--- src/rtl/servo_seek_map.svh ---
// constants for the disk servo seek control block
`ifndef SERVO_SEEK_MAP_SVH
`define SERVO_SEEK_MAP_SVH

`define CLK_HZ            20000000
`define SETTLE_S          4
`define SPEED_LIMIT_S     30
`define GB_GONE_MS        500
`define HOME_S            3
`define VTEST_MAX_SEEKS   7'h40
`define LOAD_MAX_TRIES    3'h5
`define RETRY_TRAP        3'h6
`define ERR_CNT_W         4
`define ADJ_PULSE_CYC     8'h10
`define SEEK_CYC_PER_TRK  16'h0400

`define A_CTRL            6'h00
`define A_STATUS          6'h04
`define A_STEPS           6'h08
`define A_CYL             6'h0c
`define A_VEL             6'h10
`define A_TESTLIM         6'h14

`define CTRL_TC_RESET     0
`define CTRL_START        1
`define VEL_BASE_RST      7'h10

`endif

--- src/rtl/servo_seek_pkg.sv ---
// types for the disk servo seek control block
package servo_seek_pkg;
  typedef enum logic [4:0] {
    ST_INIT, ST_SETTLE, ST_SPEED, ST_LOAD_CHK, ST_LOAD_OUTER, ST_LOAD_SPEED,
    ST_LOAD_GB_IN, ST_LOAD_GB_GONE, ST_LOAD_DZ, ST_HOME, ST_VTEST,
    ST_VADJ, ST_SEEK_TEST, ST_RTZ, ST_IDLE, ST_SEEK, ST_FINISH, ST_TRAP
  } seq_state_t;
endpackage : servo_seek_pkg

--- src/rtl/step_sync.sv ---
// step pulse synchroniser, step counter and direction capture
`timescale 1ns/1ps
module step_sync (
  // clock and reset
  input  wire logic        clk_in,
  input  wire logic        nrst_in,
  // cable
  input  wire logic        step_in,
  input  wire logic        dir_in,
  // consumer
  input  wire logic        take_in,
  output logic      [15:0] steps_out,
  output logic             dir_out,
  output logic             step_seen_out
);
  logic       s1_q;
  logic       s2_q;
  logic       s3_q;
  logic       dir1_q;
  logic       dir2_q;
  wire        rise = s2_q & ~s3_q;

  always_ff @(posedge clk_in or negedge nrst_in) begin
    if (!nrst_in) begin
      s1_q <= 1'b0; s2_q <= 1'b0; s3_q <= 1'b0;
      dir1_q <= 1'b0; dir2_q <= 1'b0;
    end else begin
      s1_q   <= step_in;
      s2_q   <= s1_q;
      s3_q   <= s2_q;
      dir1_q <= dir_in;
      dir2_q <= dir1_q;
    end
  end

  // take clears pending count; a step in the same cycle still counts
  always_ff @(posedge clk_in or negedge nrst_in) begin
    if (!nrst_in) begin
      steps_out     <= 16'h0000;
      dir_out       <= 1'b0;
      step_seen_out <= 1'b0;
    end else begin
      step_seen_out <= rise;
      if (rise) begin
        steps_out <= (take_in ? 16'h0000 : steps_out) + 16'h0001;
        dir_out   <= dir2_q;
      end else if (take_in) begin
        steps_out <= 16'h0000;
      end
    end
  end
endmodule : step_sync

--- src/rtl/tc_irq.sv ---
// track crossing request latch and crossing counter
`timescale 1ns/1ps
module tc_irq (
  // clock and reset
  input  wire logic        clk_in,
  input  wire logic        nrst_in,
  // servo logic
  input  wire logic        cross_in,
  input  wire logic        tc_reset_in,
  input  wire logic        clr_cnt_in,
  output logic             irq_out,
  output logic      [15:0] crossings_out
);
  always_ff @(posedge clk_in or negedge nrst_in) begin
    if (!nrst_in) begin
      irq_out       <= 1'b0;
      crossings_out <= 16'h0000;
    end else begin
      // set wins over the reset so no crossing is lost
      if (cross_in)         irq_out <= 1'b1;
      else if (tc_reset_in) irq_out <= 1'b0;
      if (clr_cnt_in)       crossings_out <= 16'h0000;
      else if (cross_in)    crossings_out <= crossings_out + 16'h0001;
    end
  end
endmodule : tc_irq

--- src/rtl/servo_seek_ctrl.sv ---
// disk servo and seek sequencer with wishbone status registers
//
// Functional notes
// - each synchronised step pulse adds one to the step counter
// - direction sampled on each step and kept for the seek
// - track crossing request holds until the block issues its own reset pulse one cycle later
// - seven-bit velocity magnitude plus eighth bit high for fast
// - slow velocity flag is the complement of the eighth bit
// - fine selects mode; dir line means inward or even target
// - power-on reset: current regulator on; after it, speed regulator
// - speed regulator clocked by the bus address strobe
// - servo off at start-up; load after lock and speed; end fine at zero
// - index sets the data-zone latch
// - guard band after first load disables the servo
// - time test seek; pulse velocity adjust while too slow
// - after calibration return to zero and raise ready in data zone
// - one seek-complete pulse at the end of each seek
// - lock loss at any time disables servo and drops ready
// - seek-test jumper loops seeks; an error traps
// - idle faults count errors; overflow restarts; steps start a seek
// - settle 4 s; speed not good in 30 s traps
// - velocity test up to 64 seeks, else back to speed check
// - no lock under 5 tries restarts; then load from outer restraint
// - guard band in, gone 500 ms, then data zone, else timeout
// - home velocity with 3 s timeout; track zero clears cylinder
//
// The implementer's own choices: the Wishbone interface to the registers and the register offsets.
`timescale 1ns/1ps
`include "servo_seek_map.svh"
module servo_seek_ctrl #(
  parameter int unsigned SETTLE_CYC = `SETTLE_S * `CLK_HZ,
  parameter int unsigned SPEED_CYC  = `SPEED_LIMIT_S * `CLK_HZ,
  parameter int unsigned GB_CYC     = `GB_GONE_MS * (`CLK_HZ / 1000),
  parameter int unsigned HOME_CYC   = `HOME_S * `CLK_HZ,
  parameter int unsigned STEP_TO    = 32'd40000000
) (
  // clock and reset
  input  wire logic        clk_in,
  input  wire logic        nrst_in,
  // command cable
  input  wire logic        step_in,
  input  wire logic        dir_in,
  // servo and drive status
  input  wire logic        cross_in,
  input  wire logic        plo_lock_in,
  input  wire logic        speed_ok_in,
  input  wire logic        guard_band_in,
  input  wire logic        index_in,
  input  wire logic        on_center_in,
  input  wire logic        track_zero_in,
  input  wire logic        seek_test_n_in,
  input  wire logic        addr_strobe_in,
  // servo and motor outputs
  output logic      [7:0]  velocity_out,
  output logic             slow_velocity_flag_out,
  output logic             fine_out,
  output logic             in_even_out,
  output logic             servo_disable_out,
  output logic             current_reg_en_out,
  output logic             speed_reg_en_out,
  output logic             speed_reg_clk_out,
  output logic             vel_adjust_out,
  output logic             tc_reset_out,
  output logic             tc_irq_out,
  output logic             ready_out,
  output logic             seek_comp_out,
  // wishbone slave
  input  wire logic        wb_cyc_i,
  input  wire logic        wb_stb_i,
  input  wire logic        wb_we_i,
  input  wire logic [5:0]  wb_adr_i,
  input  wire logic [3:0]  wb_sel_i,
  input  wire logic [31:0] wb_dat_i,
  output logic      [31:0] wb_dat_o,
  output logic             wb_ack_o
);
  ////////////////////////////////////////////////////////////////////////
  servo_seek_pkg::seq_state_t st_q, st_d;
  logic [31:0] tmr_q;
  logic [31:0] tmr2_q;
  logic [2:0]  tries_q;
  logic [6:0]  vseeks_q;
  logic [`ERR_CNT_W-1:0] err_q;
  logic [6:0]  vbase_q;
  logic [15:0] cyl_q;
  logic [15:0] target_q;
  logic [15:0] test_lim_q;
  logic        loaded_q;
  logic        dz_q;
  logic        gb_latch_q;
  logic        seek_dir_q;
  logic        tc_cmd_q;
  logic        start_req_q;
  logic        test_seek_q;
  logic [15:0] steps;
  logic [15:0] crossings;
  logic        dir_cap;
  logic        step_seen;
  logic        irq;

  wire go        = st_d != st_q;
  wire in_seek   = (st_q == servo_seek_pkg::ST_SEEK);
  wire in_load   = (st_q >= servo_seek_pkg::ST_LOAD_CHK) && (st_q <= servo_seek_pkg::ST_HOME);
  wire status_ok = plo_lock_in & dz_q & ~gb_latch_q & speed_ok_in;
  wire take      = (st_q == servo_seek_pkg::ST_IDLE) && status_ok && (steps != 16'h0000);
  wire seek_done = in_seek && (crossings >= (target_q > cyl_q ? target_q - cyl_q
                                                              : cyl_q - target_q));
  wire seek_late = in_seek && (tmr_q >= STEP_TO);
  wire vtest_fast = tmr_q < {16'h0000, test_lim_q} * {16'h0000, `SEEK_CYC_PER_TRK};

  step_sync u_step (
    .clk_in        (clk_in),
    .nrst_in       (nrst_in),
    .step_in       (step_in),
    .dir_in        (dir_in),
    .take_in       (take),
    .steps_out     (steps),
    .dir_out       (dir_cap),
    .step_seen_out (step_seen)
  );

  tc_irq u_tc (
    .clk_in        (clk_in),
    .nrst_in       (nrst_in),
    .cross_in      (cross_in),
    .tc_reset_in   (tc_cmd_q),
    .clr_cnt_in    (take | go),
    .irq_out       (irq),
    .crossings_out (crossings)
  );

  ////////////////////////////////////////////////////////////////////////
  // sequencer
  always_comb begin
    st_d = st_q;
    case (st_q)
      servo_seek_pkg::ST_INIT:   st_d = servo_seek_pkg::ST_SETTLE;
      servo_seek_pkg::ST_SETTLE: if (tmr_q >= SETTLE_CYC) st_d = servo_seek_pkg::ST_SPEED;
      servo_seek_pkg::ST_SPEED:
        if (speed_ok_in) st_d = servo_seek_pkg::ST_LOAD_CHK;
        else if (tmr_q >= SPEED_CYC) st_d = servo_seek_pkg::ST_TRAP;
      servo_seek_pkg::ST_LOAD_CHK:
        if (loaded_q && (dz_q || guard_band_in)) st_d = servo_seek_pkg::ST_INIT;
        else if (plo_lock_in) st_d = servo_seek_pkg::ST_LOAD_SPEED;
        else if (tries_q < `LOAD_MAX_TRIES - 3'h1) st_d = servo_seek_pkg::ST_INIT;
        else st_d = servo_seek_pkg::ST_LOAD_OUTER;
      servo_seek_pkg::ST_LOAD_OUTER:
        if (plo_lock_in) st_d = servo_seek_pkg::ST_LOAD_SPEED;
        else if (tmr_q >= HOME_CYC) st_d = servo_seek_pkg::ST_TRAP;
      servo_seek_pkg::ST_LOAD_SPEED:
        if (speed_ok_in) st_d = servo_seek_pkg::ST_LOAD_GB_IN;
        else if (&err_q) st_d = servo_seek_pkg::ST_TRAP;
      servo_seek_pkg::ST_LOAD_GB_IN:
        if (guard_band_in) st_d = servo_seek_pkg::ST_LOAD_GB_GONE;
        else if (tmr_q >= HOME_CYC) st_d = servo_seek_pkg::ST_INIT;
      servo_seek_pkg::ST_LOAD_GB_GONE:
        if (tmr2_q >= GB_CYC) st_d = servo_seek_pkg::ST_LOAD_DZ;
        else if (tmr_q >= HOME_CYC) st_d = servo_seek_pkg::ST_INIT;
      servo_seek_pkg::ST_LOAD_DZ:
        if (dz_q) st_d = servo_seek_pkg::ST_HOME;
        else if (tmr_q >= HOME_CYC) st_d = servo_seek_pkg::ST_INIT;
      servo_seek_pkg::ST_HOME:
        if (!plo_lock_in || tmr_q >= HOME_CYC) st_d = servo_seek_pkg::ST_INIT;
        else if (track_zero_in) st_d = servo_seek_pkg::ST_VTEST;
      servo_seek_pkg::ST_VTEST:
        if (vseeks_q >= `VTEST_MAX_SEEKS) st_d = servo_seek_pkg::ST_SPEED;
        else if (on_center_in && tmr_q > 32'd1)
          st_d = vtest_fast ? (!seek_test_n_in ? servo_seek_pkg::ST_SEEK_TEST
                                               : servo_seek_pkg::ST_RTZ)
                            : servo_seek_pkg::ST_VADJ;
      servo_seek_pkg::ST_VADJ:
        // leave one count early: the registered pulse then stands the full adjust count
        if (tmr_q >= {24'h000000, `ADJ_PULSE_CYC} - 32'h00000001)
          st_d = servo_seek_pkg::ST_VTEST;
      servo_seek_pkg::ST_SEEK_TEST:
        if (!plo_lock_in || gb_latch_q) st_d = servo_seek_pkg::ST_TRAP;
        else if (seek_test_n_in) st_d = servo_seek_pkg::ST_RTZ;
      servo_seek_pkg::ST_RTZ:
        if (track_zero_in) st_d = servo_seek_pkg::ST_IDLE;
        else if (tmr_q >= HOME_CYC) st_d = servo_seek_pkg::ST_INIT;
      servo_seek_pkg::ST_IDLE:
        if (&err_q) st_d = servo_seek_pkg::ST_INIT;
        else if (take || start_req_q) st_d = servo_seek_pkg::ST_SEEK;
      servo_seek_pkg::ST_SEEK:
        if (seek_done || seek_late) st_d = servo_seek_pkg::ST_FINISH;
      servo_seek_pkg::ST_FINISH: st_d = servo_seek_pkg::ST_IDLE;
      servo_seek_pkg::ST_TRAP:   st_d = servo_seek_pkg::ST_TRAP;  // only power cycling leaves
      default:                   st_d = servo_seek_pkg::ST_INIT;
    endcase
    if (!plo_lock_in && st_q >= servo_seek_pkg::ST_IDLE && st_q != servo_seek_pkg::ST_TRAP)
      st_d = servo_seek_pkg::ST_INIT;
  end

  always_ff @(posedge clk_in or negedge nrst_in) begin
    if (!nrst_in) begin
      st_q   <= servo_seek_pkg::ST_INIT;
      tmr_q  <= 32'h00000000;
      tmr2_q <= 32'h00000000;
    end else begin
      st_q   <= st_d;
      tmr_q  <= go ? 32'h00000000 : tmr_q + 32'h00000001;
      tmr2_q <= (go || guard_band_in) ? 32'h00000000 : tmr2_q + 32'h00000001;
    end
  end

  // counters and latches of the sequence
  always_ff @(posedge clk_in or negedge nrst_in) begin
    if (!nrst_in) begin
      tries_q <= 3'h0; vseeks_q <= 7'h00; err_q <= '0; vbase_q <= `VEL_BASE_RST;
      cyl_q <= 16'h0000; target_q <= 16'h0000; loaded_q <= 1'b0; dz_q <= 1'b0;
      gb_latch_q <= 1'b0; seek_dir_q <= 1'b1;
    end else begin
      if (st_q == servo_seek_pkg::ST_LOAD_CHK && go && st_d == servo_seek_pkg::ST_INIT)
        tries_q <= tries_q + 3'h1;
      if (st_q == servo_seek_pkg::ST_HOME && go)
        vseeks_q <= 7'h00;
      else if (st_q == servo_seek_pkg::ST_VTEST && go) begin
        vseeks_q <= vseeks_q + 7'h01;
        vbase_q  <= vbase_q + 7'h01;
      end
      if ((st_q == servo_seek_pkg::ST_IDLE && !status_ok) ||
          (st_q == servo_seek_pkg::ST_LOAD_SPEED && !speed_ok_in))
        err_q <= err_q + 1'b1;
      else if (go) err_q <= '0;
      if (index_in) dz_q <= 1'b1;
      else if (guard_band_in || st_q == servo_seek_pkg::ST_INIT) dz_q <= 1'b0;
      if (guard_band_in && loaded_q) gb_latch_q <= 1'b1;
      else if (st_q == servo_seek_pkg::ST_INIT) gb_latch_q <= 1'b0;
      if (st_q == servo_seek_pkg::ST_HOME && st_d == servo_seek_pkg::ST_VTEST) begin
        cyl_q    <= 16'h0000;
        loaded_q <= 1'b1;
      end else if (st_q == servo_seek_pkg::ST_RTZ && track_zero_in) cyl_q <= 16'h0000;
      else if (st_q == servo_seek_pkg::ST_FINISH) cyl_q <= target_q;
      if (take) begin
        seek_dir_q <= dir_cap;
        target_q   <= dir_cap ? cyl_q + steps : (steps > cyl_q ? 16'h0000 : cyl_q - steps);
      end
    end
  end

  ////////////////////////////////////////////////////////////////////////
  // registered outputs
  wire       fast    = in_seek || st_q == servo_seek_pkg::ST_VTEST ||
                       st_q == servo_seek_pkg::ST_SEEK_TEST;
  wire [6:0] mag     = in_seek ? 7'h7f : (fast ? vbase_q : 7'h08);
  wire       moving  = in_seek || in_load || st_q == servo_seek_pkg::ST_VTEST ||
                       st_q == servo_seek_pkg::ST_SEEK_TEST || st_q == servo_seek_pkg::ST_RTZ;
  wire       srv_off = st_q <= servo_seek_pkg::ST_LOAD_CHK || st_q == servo_seek_pkg::ST_TRAP ||
                       gb_latch_q || !plo_lock_in;

  always_ff @(posedge clk_in or negedge nrst_in) begin
    if (!nrst_in) begin
      velocity_out <= 8'h00; slow_velocity_flag_out <= 1'b1; fine_out <= 1'b0;
      in_even_out <= 1'b1; servo_disable_out <= 1'b1; current_reg_en_out <= 1'b1;
      speed_reg_en_out <= 1'b0; speed_reg_clk_out <= 1'b0; vel_adjust_out <= 1'b0;
      tc_cmd_q <= 1'b0; tc_irq_out <= 1'b0; ready_out <= 1'b0; seek_comp_out <= 1'b0;
    end else begin
      velocity_out           <= moving ? {fast, mag} : 8'h00;
      slow_velocity_flag_out <= ~(moving & fast);
      fine_out               <= ~moving;
      in_even_out            <= moving ? seek_dir_q : ~target_q[0];
      servo_disable_out      <= srv_off;
      current_reg_en_out     <= 1'b0;
      speed_reg_en_out       <= 1'b1;
      speed_reg_clk_out      <= addr_strobe_in;
      vel_adjust_out         <= st_q == servo_seek_pkg::ST_VADJ;
      tc_cmd_q               <= irq & ~tc_cmd_q;
      tc_irq_out             <= irq;
      ready_out              <= (st_q == servo_seek_pkg::ST_IDLE) & dz_q &
                                plo_lock_in & ~gb_latch_q;
      seek_comp_out          <= st_q == servo_seek_pkg::ST_FINISH;
    end
  end
  assign tc_reset_out = tc_cmd_q;

  ////////////////////////////////////////////////////////////////////////
  // wishbone slave: one wait state, ack drops after one cycle
  wire        wb_req = wb_cyc_i & wb_stb_i & ~wb_ack_o;
  wire        wr_ctl = wb_req & wb_we_i & (wb_adr_i == `A_CTRL) & wb_sel_i[0];
  wire        wr_lim = wb_req & wb_we_i & (wb_adr_i == `A_TESTLIM);
  wire [31:0] rd_mux = (wb_adr_i == `A_STATUS)  ? {22'h000000, st_q, ready_out, dz_q,
                                                   gb_latch_q, loaded_q, dir_cap} :
                       (wb_adr_i == `A_STEPS)   ? {16'h0000, steps} :
                       (wb_adr_i == `A_CYL)     ? {16'h0000, cyl_q} :
                       (wb_adr_i == `A_VEL)     ? {24'h000000, velocity_out} :
                       (wb_adr_i == `A_TESTLIM) ? {16'h0000, test_lim_q} : 32'h00000000;

  always_ff @(posedge clk_in or negedge nrst_in) begin
    if (!nrst_in) begin
      wb_ack_o <= 1'b0; wb_dat_o <= 32'h00000000;
      test_lim_q <= 16'h0040; start_req_q <= 1'b0;
    end else begin
      wb_ack_o <= wb_req;
      wb_dat_o <= wb_req ? rd_mux : 32'h00000000;
      if (wr_lim) test_lim_q <= wb_dat_i[15:0];
      if (wr_ctl && wb_dat_i[`CTRL_START]) start_req_q <= 1'b1;
      else if (in_seek) start_req_q <= 1'b0;
    end
  end
endmodule : servo_seek_ctrl

--- config.mk ---
export PLATFORM = sky130hd
export DESIGN_NAME = servo_seek_ctrl
export DESIGN_NICKNAME = d
export VERILOG_FILES = /design/src/rtl/servo_seek_pkg.sv /design/src/rtl/step_sync.sv /design/src/rtl/tc_irq.sv /design/src/rtl/servo_seek_ctrl.sv
export VERILOG_INCLUDE_DIRS = /design/src /design/src/rtl
export SDC_FILE = /design/constraint.sdc
export NUM_CORES = 1
export LEC_CHECK = 0
export ABC_AREA = 1
export BUFFER_PORTS_ARGS = -buffer_cell sky130_fd_sc_hd__buf_2
export CAP_MARGIN = 20
export CORE_UTILIZATION = 34
export CTS_CLUSTER_SIZE = 12
export DETAILED_ROUTE_END_ITERATION = 8
export PLACE_DENSITY = 0.6
export SETUP_SLACK_MARGIN = 0.1
export SLEW_MARGIN = 10
export SYNTH_ARGS = -nofsm -noshare
export SYNTH_HDL_FRONTEND = slang
export SYNTH_SLANG_ARGS = --single-unit
--- constraint.sdc ---
create_clock -name clk_in -period 12 [get_ports clk_in]
set_clock_uncertainty 0.1 [all_clocks]
set_input_delay 1.8 -clock clk_in [delete_from_list [all_inputs] [get_ports clk_in]]
set_output_delay 1.8 -clock clk_in [all_outputs]
set_load 0.05 [all_outputs]
==> impl_metrics.ini <==
[pwr]
pwr_density_cell_nw_per_um2 = 115.5
total_power_uw = 1989
leakage_uw = 0.008752
peakVddDrop_mv = 0.09416

[critical_path]
path_delay_family = simple AND/OR/NAND/NOR gates
cp_common_cell = nand2_1
critical_path_buf_inv_count = 4
start_kind = flip-flop
criticalPathCategory = reg -> reg
end_kind = flip-flop
slowest_delay_ps = 640
worst_ep_required_time_ps = 12370
crit_fanout = 38
worst_ep_arrival_time_ps = 6680
crit_slowest_cell = dfrtp_1

[sta]
setup_slack_ps = 5693
slew_headroom_pct = 19.99
rsz0062_at_grt = no
hold_slack_ps = 248.0
setup_violations = 0
min_period_ps = 6307
timing.final.max_slew_violations = 0
hold_viol = 0
max_freq_mhz = 158.6
fin_setup_tns_ps = 0
worst_pin_slew_ps = 1191
period_share_pct = 52.56

[yosys]
synthArstFlopShare_pct = 100.0
synthFlopType = dfrtp_1
yosys-top-cells-count = 427 x nand2_1, 290 x inv_1, 273 x nor2_1
yosys_register_bits = 219
ys_types = 63
yosysTopAreaCell = dfrtp_1
synth_most_common_cell = nand2_1
ys_warn_count = 0
syn_area_per_cell_um2 = 7.341
synth_cells = 2095
synth-edff-count = 0
netlist_area_um2 = 15380
synth.top_cell.area_share_pct = 34.49
yosysSeqAreaShare_pct = 35.69
synth.area.top_cells = dfrtp_1 34%, nand2_1 10%, ha_1 8.5%

[clock_tree]
post_cts_buffers = 0
cts_buffers = 27
cts_tree = yes
htreeDepth = 1
clkTransAtPathRegs_ps = 60
cts_buffer_depth = 3
cts_resized = 0
clock_latency_ps = 570
ctsHoldBuffers = 0
cts.sinks = 219
cts_root_buf = clkbuf_16

[placed_design]
dp_worst_setup_slack_ps = 5795
port_buffers = 75
placed_area_um2 = 16310
dpl.hpwl_um = 34320
place.gp.congestion = 0.9070

[routing]
wl_per_cell_um = 16.03
first_pass_iters = 6
wl_um = 44500
vias_per_cell = 5.025
drc = 0
final_antenna_net_count = 0
drtIter0Drc = 1145
num_vias = 13950

[flow_run]
cap_viol_max_count = 0

[final_layout]
drive_above_1_share_pct = 10.17
final_nets = 2332
n_fill_cell = 4619
multi_input_area_um2 = 8472
area_growth_pct = 11.97
regArea_um2 = 5489
postLayoutCellArea_um2 = 17220

[global_route]
grt_pass1_vias = 13577
grt_pass1_wl_um = 71810
grt_usage_pct = 19.25
antenna_found_initial = 1
grt_start_max_net_pins = 81
grt_overflow = 0

[die]
start_util_pct = 34.63
core_um2 = 44410
io_pins = 111
die_h_um = 214.7
dieWidth_um = 214.7
dieArea_um2 = 46090
rows = 77

[min_path]
min_path_type = reg -> reg

[outcome]
status = complete, no violations
[layout by cell type (no fill, tap or decap), types with 4 or more instances in the layout]
cell       instances
nor3b_2            9
buf_4             10
dfstp_2            7
a21oi_1          136
nand2_1          427
a221oi_1          10
ha_1             105
a211oi_1          12
a31oi_1           24
nand3_2            4
nand2_2            9
xor2_1            51
inv_2             12
nor2_4             5
fa_1               4
o211ai_1           7
a21oi_2            5
nor3_1            57
nor4_1            13
o21bai_1           4
nor2_2            31
a21o_1             7
o21ai_1            7
and3_1             4
nand4_1           38
dfrtp_1          212
clkbuf_1           9
nand3_1          100
mux2i_1            4
o21ai_0           83
xnor2_1           18
conb_1            18
inv_1            290
o31ai_1            4
buf_2             74
a22oi_1           11
nor2_1           273
o22ai_1           16
clkbuf_16         27
[area by class of cell]
class,count,share of cell area [%]
well taps,592,4.301
clock inverters,9,0.6975
flip-flops and latches,219,31.88
multi-input cells,1526,49.20
repair buffers,87,2.994
inverters,304,6.641
diodes,1,0.01453
clock buffers,38,4.280
[kinds of logic after synthesis]
family / count (synthesis) / share of synthesized area (%)
other cells: 2 / 0.04883
compound gates: 342 / 12.99
buf+inv: 366 / 9.689
xor+xnor: 69 / 3.929
simple gates: 983 / 28.25
mux: 5 / 0.3336
fa+ha+maj: 109 / 9.063
flops: 219 / 35.69
[sequential cells by signal, summed over array words and instances, names as in the netlist, 3 cells and up]
| register | count |
|---|---|
| u_step.steps_out | 16 |
| vseeks_q | 7 |
| cyl_q | 16 |
| target_q | 16 |
| tmr2_q | 32 |
| test_lim_q | 16 |
| err_q | 4 |
| u_tc.crossings_out | 16 |
| velocity_out | 8 |
| vbase_q | 7 |
| wb_dat_o | 16 |
| tmr_q | 32 |
| st_q | 5 |
| tries_q | 3 |
[worst reg2reg max path, delay by kind of cell, from the launching register on]
family / cells / cell delay [ps]
compound gates: 6 / 1080
xor+xnor: 1 / 220
fa+ha+maj: 2 / 730
buf+inv: 4 / 770
flops: 1 / 640
simple gates: 17 / 2680
[routing by layer]
layer	vias up	part of all wire [%]	wire, um	track usage (%)
met5	-	0	0	0
met2	397	45	19880	30.79
met1	6522	46	20590	26.66
met4	0	2.9	1277	5.810
li1	6949	-	-	-
met3	82	6.2	2745	2.979
[stage by stage]
| stage | utilization [%] | cells |
|---|---|---|
| 2_1_floorplan | - | 2111 |
| 3_3_place_gp | 36.71 | 2726 |
| 3_5_place_dp | 36.71 | 2726 |
| 4_1_cts | 38.64 | 2773 |
| 5_1_grt | 38.77 | 2775 |
| 6_report | 38.77 | 2776 |
[power breakdown]
part | switching (uW) | internal, uW
logic | 248 | 123
registers | 41.3 | 771
clock network | 335 | 471
[worst paths after layout]
kind,start,cells after the start,end,slack (ps)
worst min-delay path,u_step.dir1_q$_DFF_PN0_,0,u_step.dir2_q$_DFF_PN0_,250
worst min register to register,u_step.dir1_q$_DFF_PN0_,0,u_step.dir2_q$_DFF_PN0_,250
min in group asynchronous,nrst_in,1,tc_irq_out$_DFF_PN0_,1060
max in group asynchronous,nrst_in,5,vbase_q[4]$_DFFE_PN1P_,9010
worst max register to register,cyl_q[1]$_DFFE_PN0P_,30,tmr_q[25]$_DFF_PN0_,5690
worst max-delay path,cyl_q[1]$_DFFE_PN0P_,30,tmr_q[25]$_DFF_PN0_,5690
Note: power is estimated with default switching activity, not from simulation.
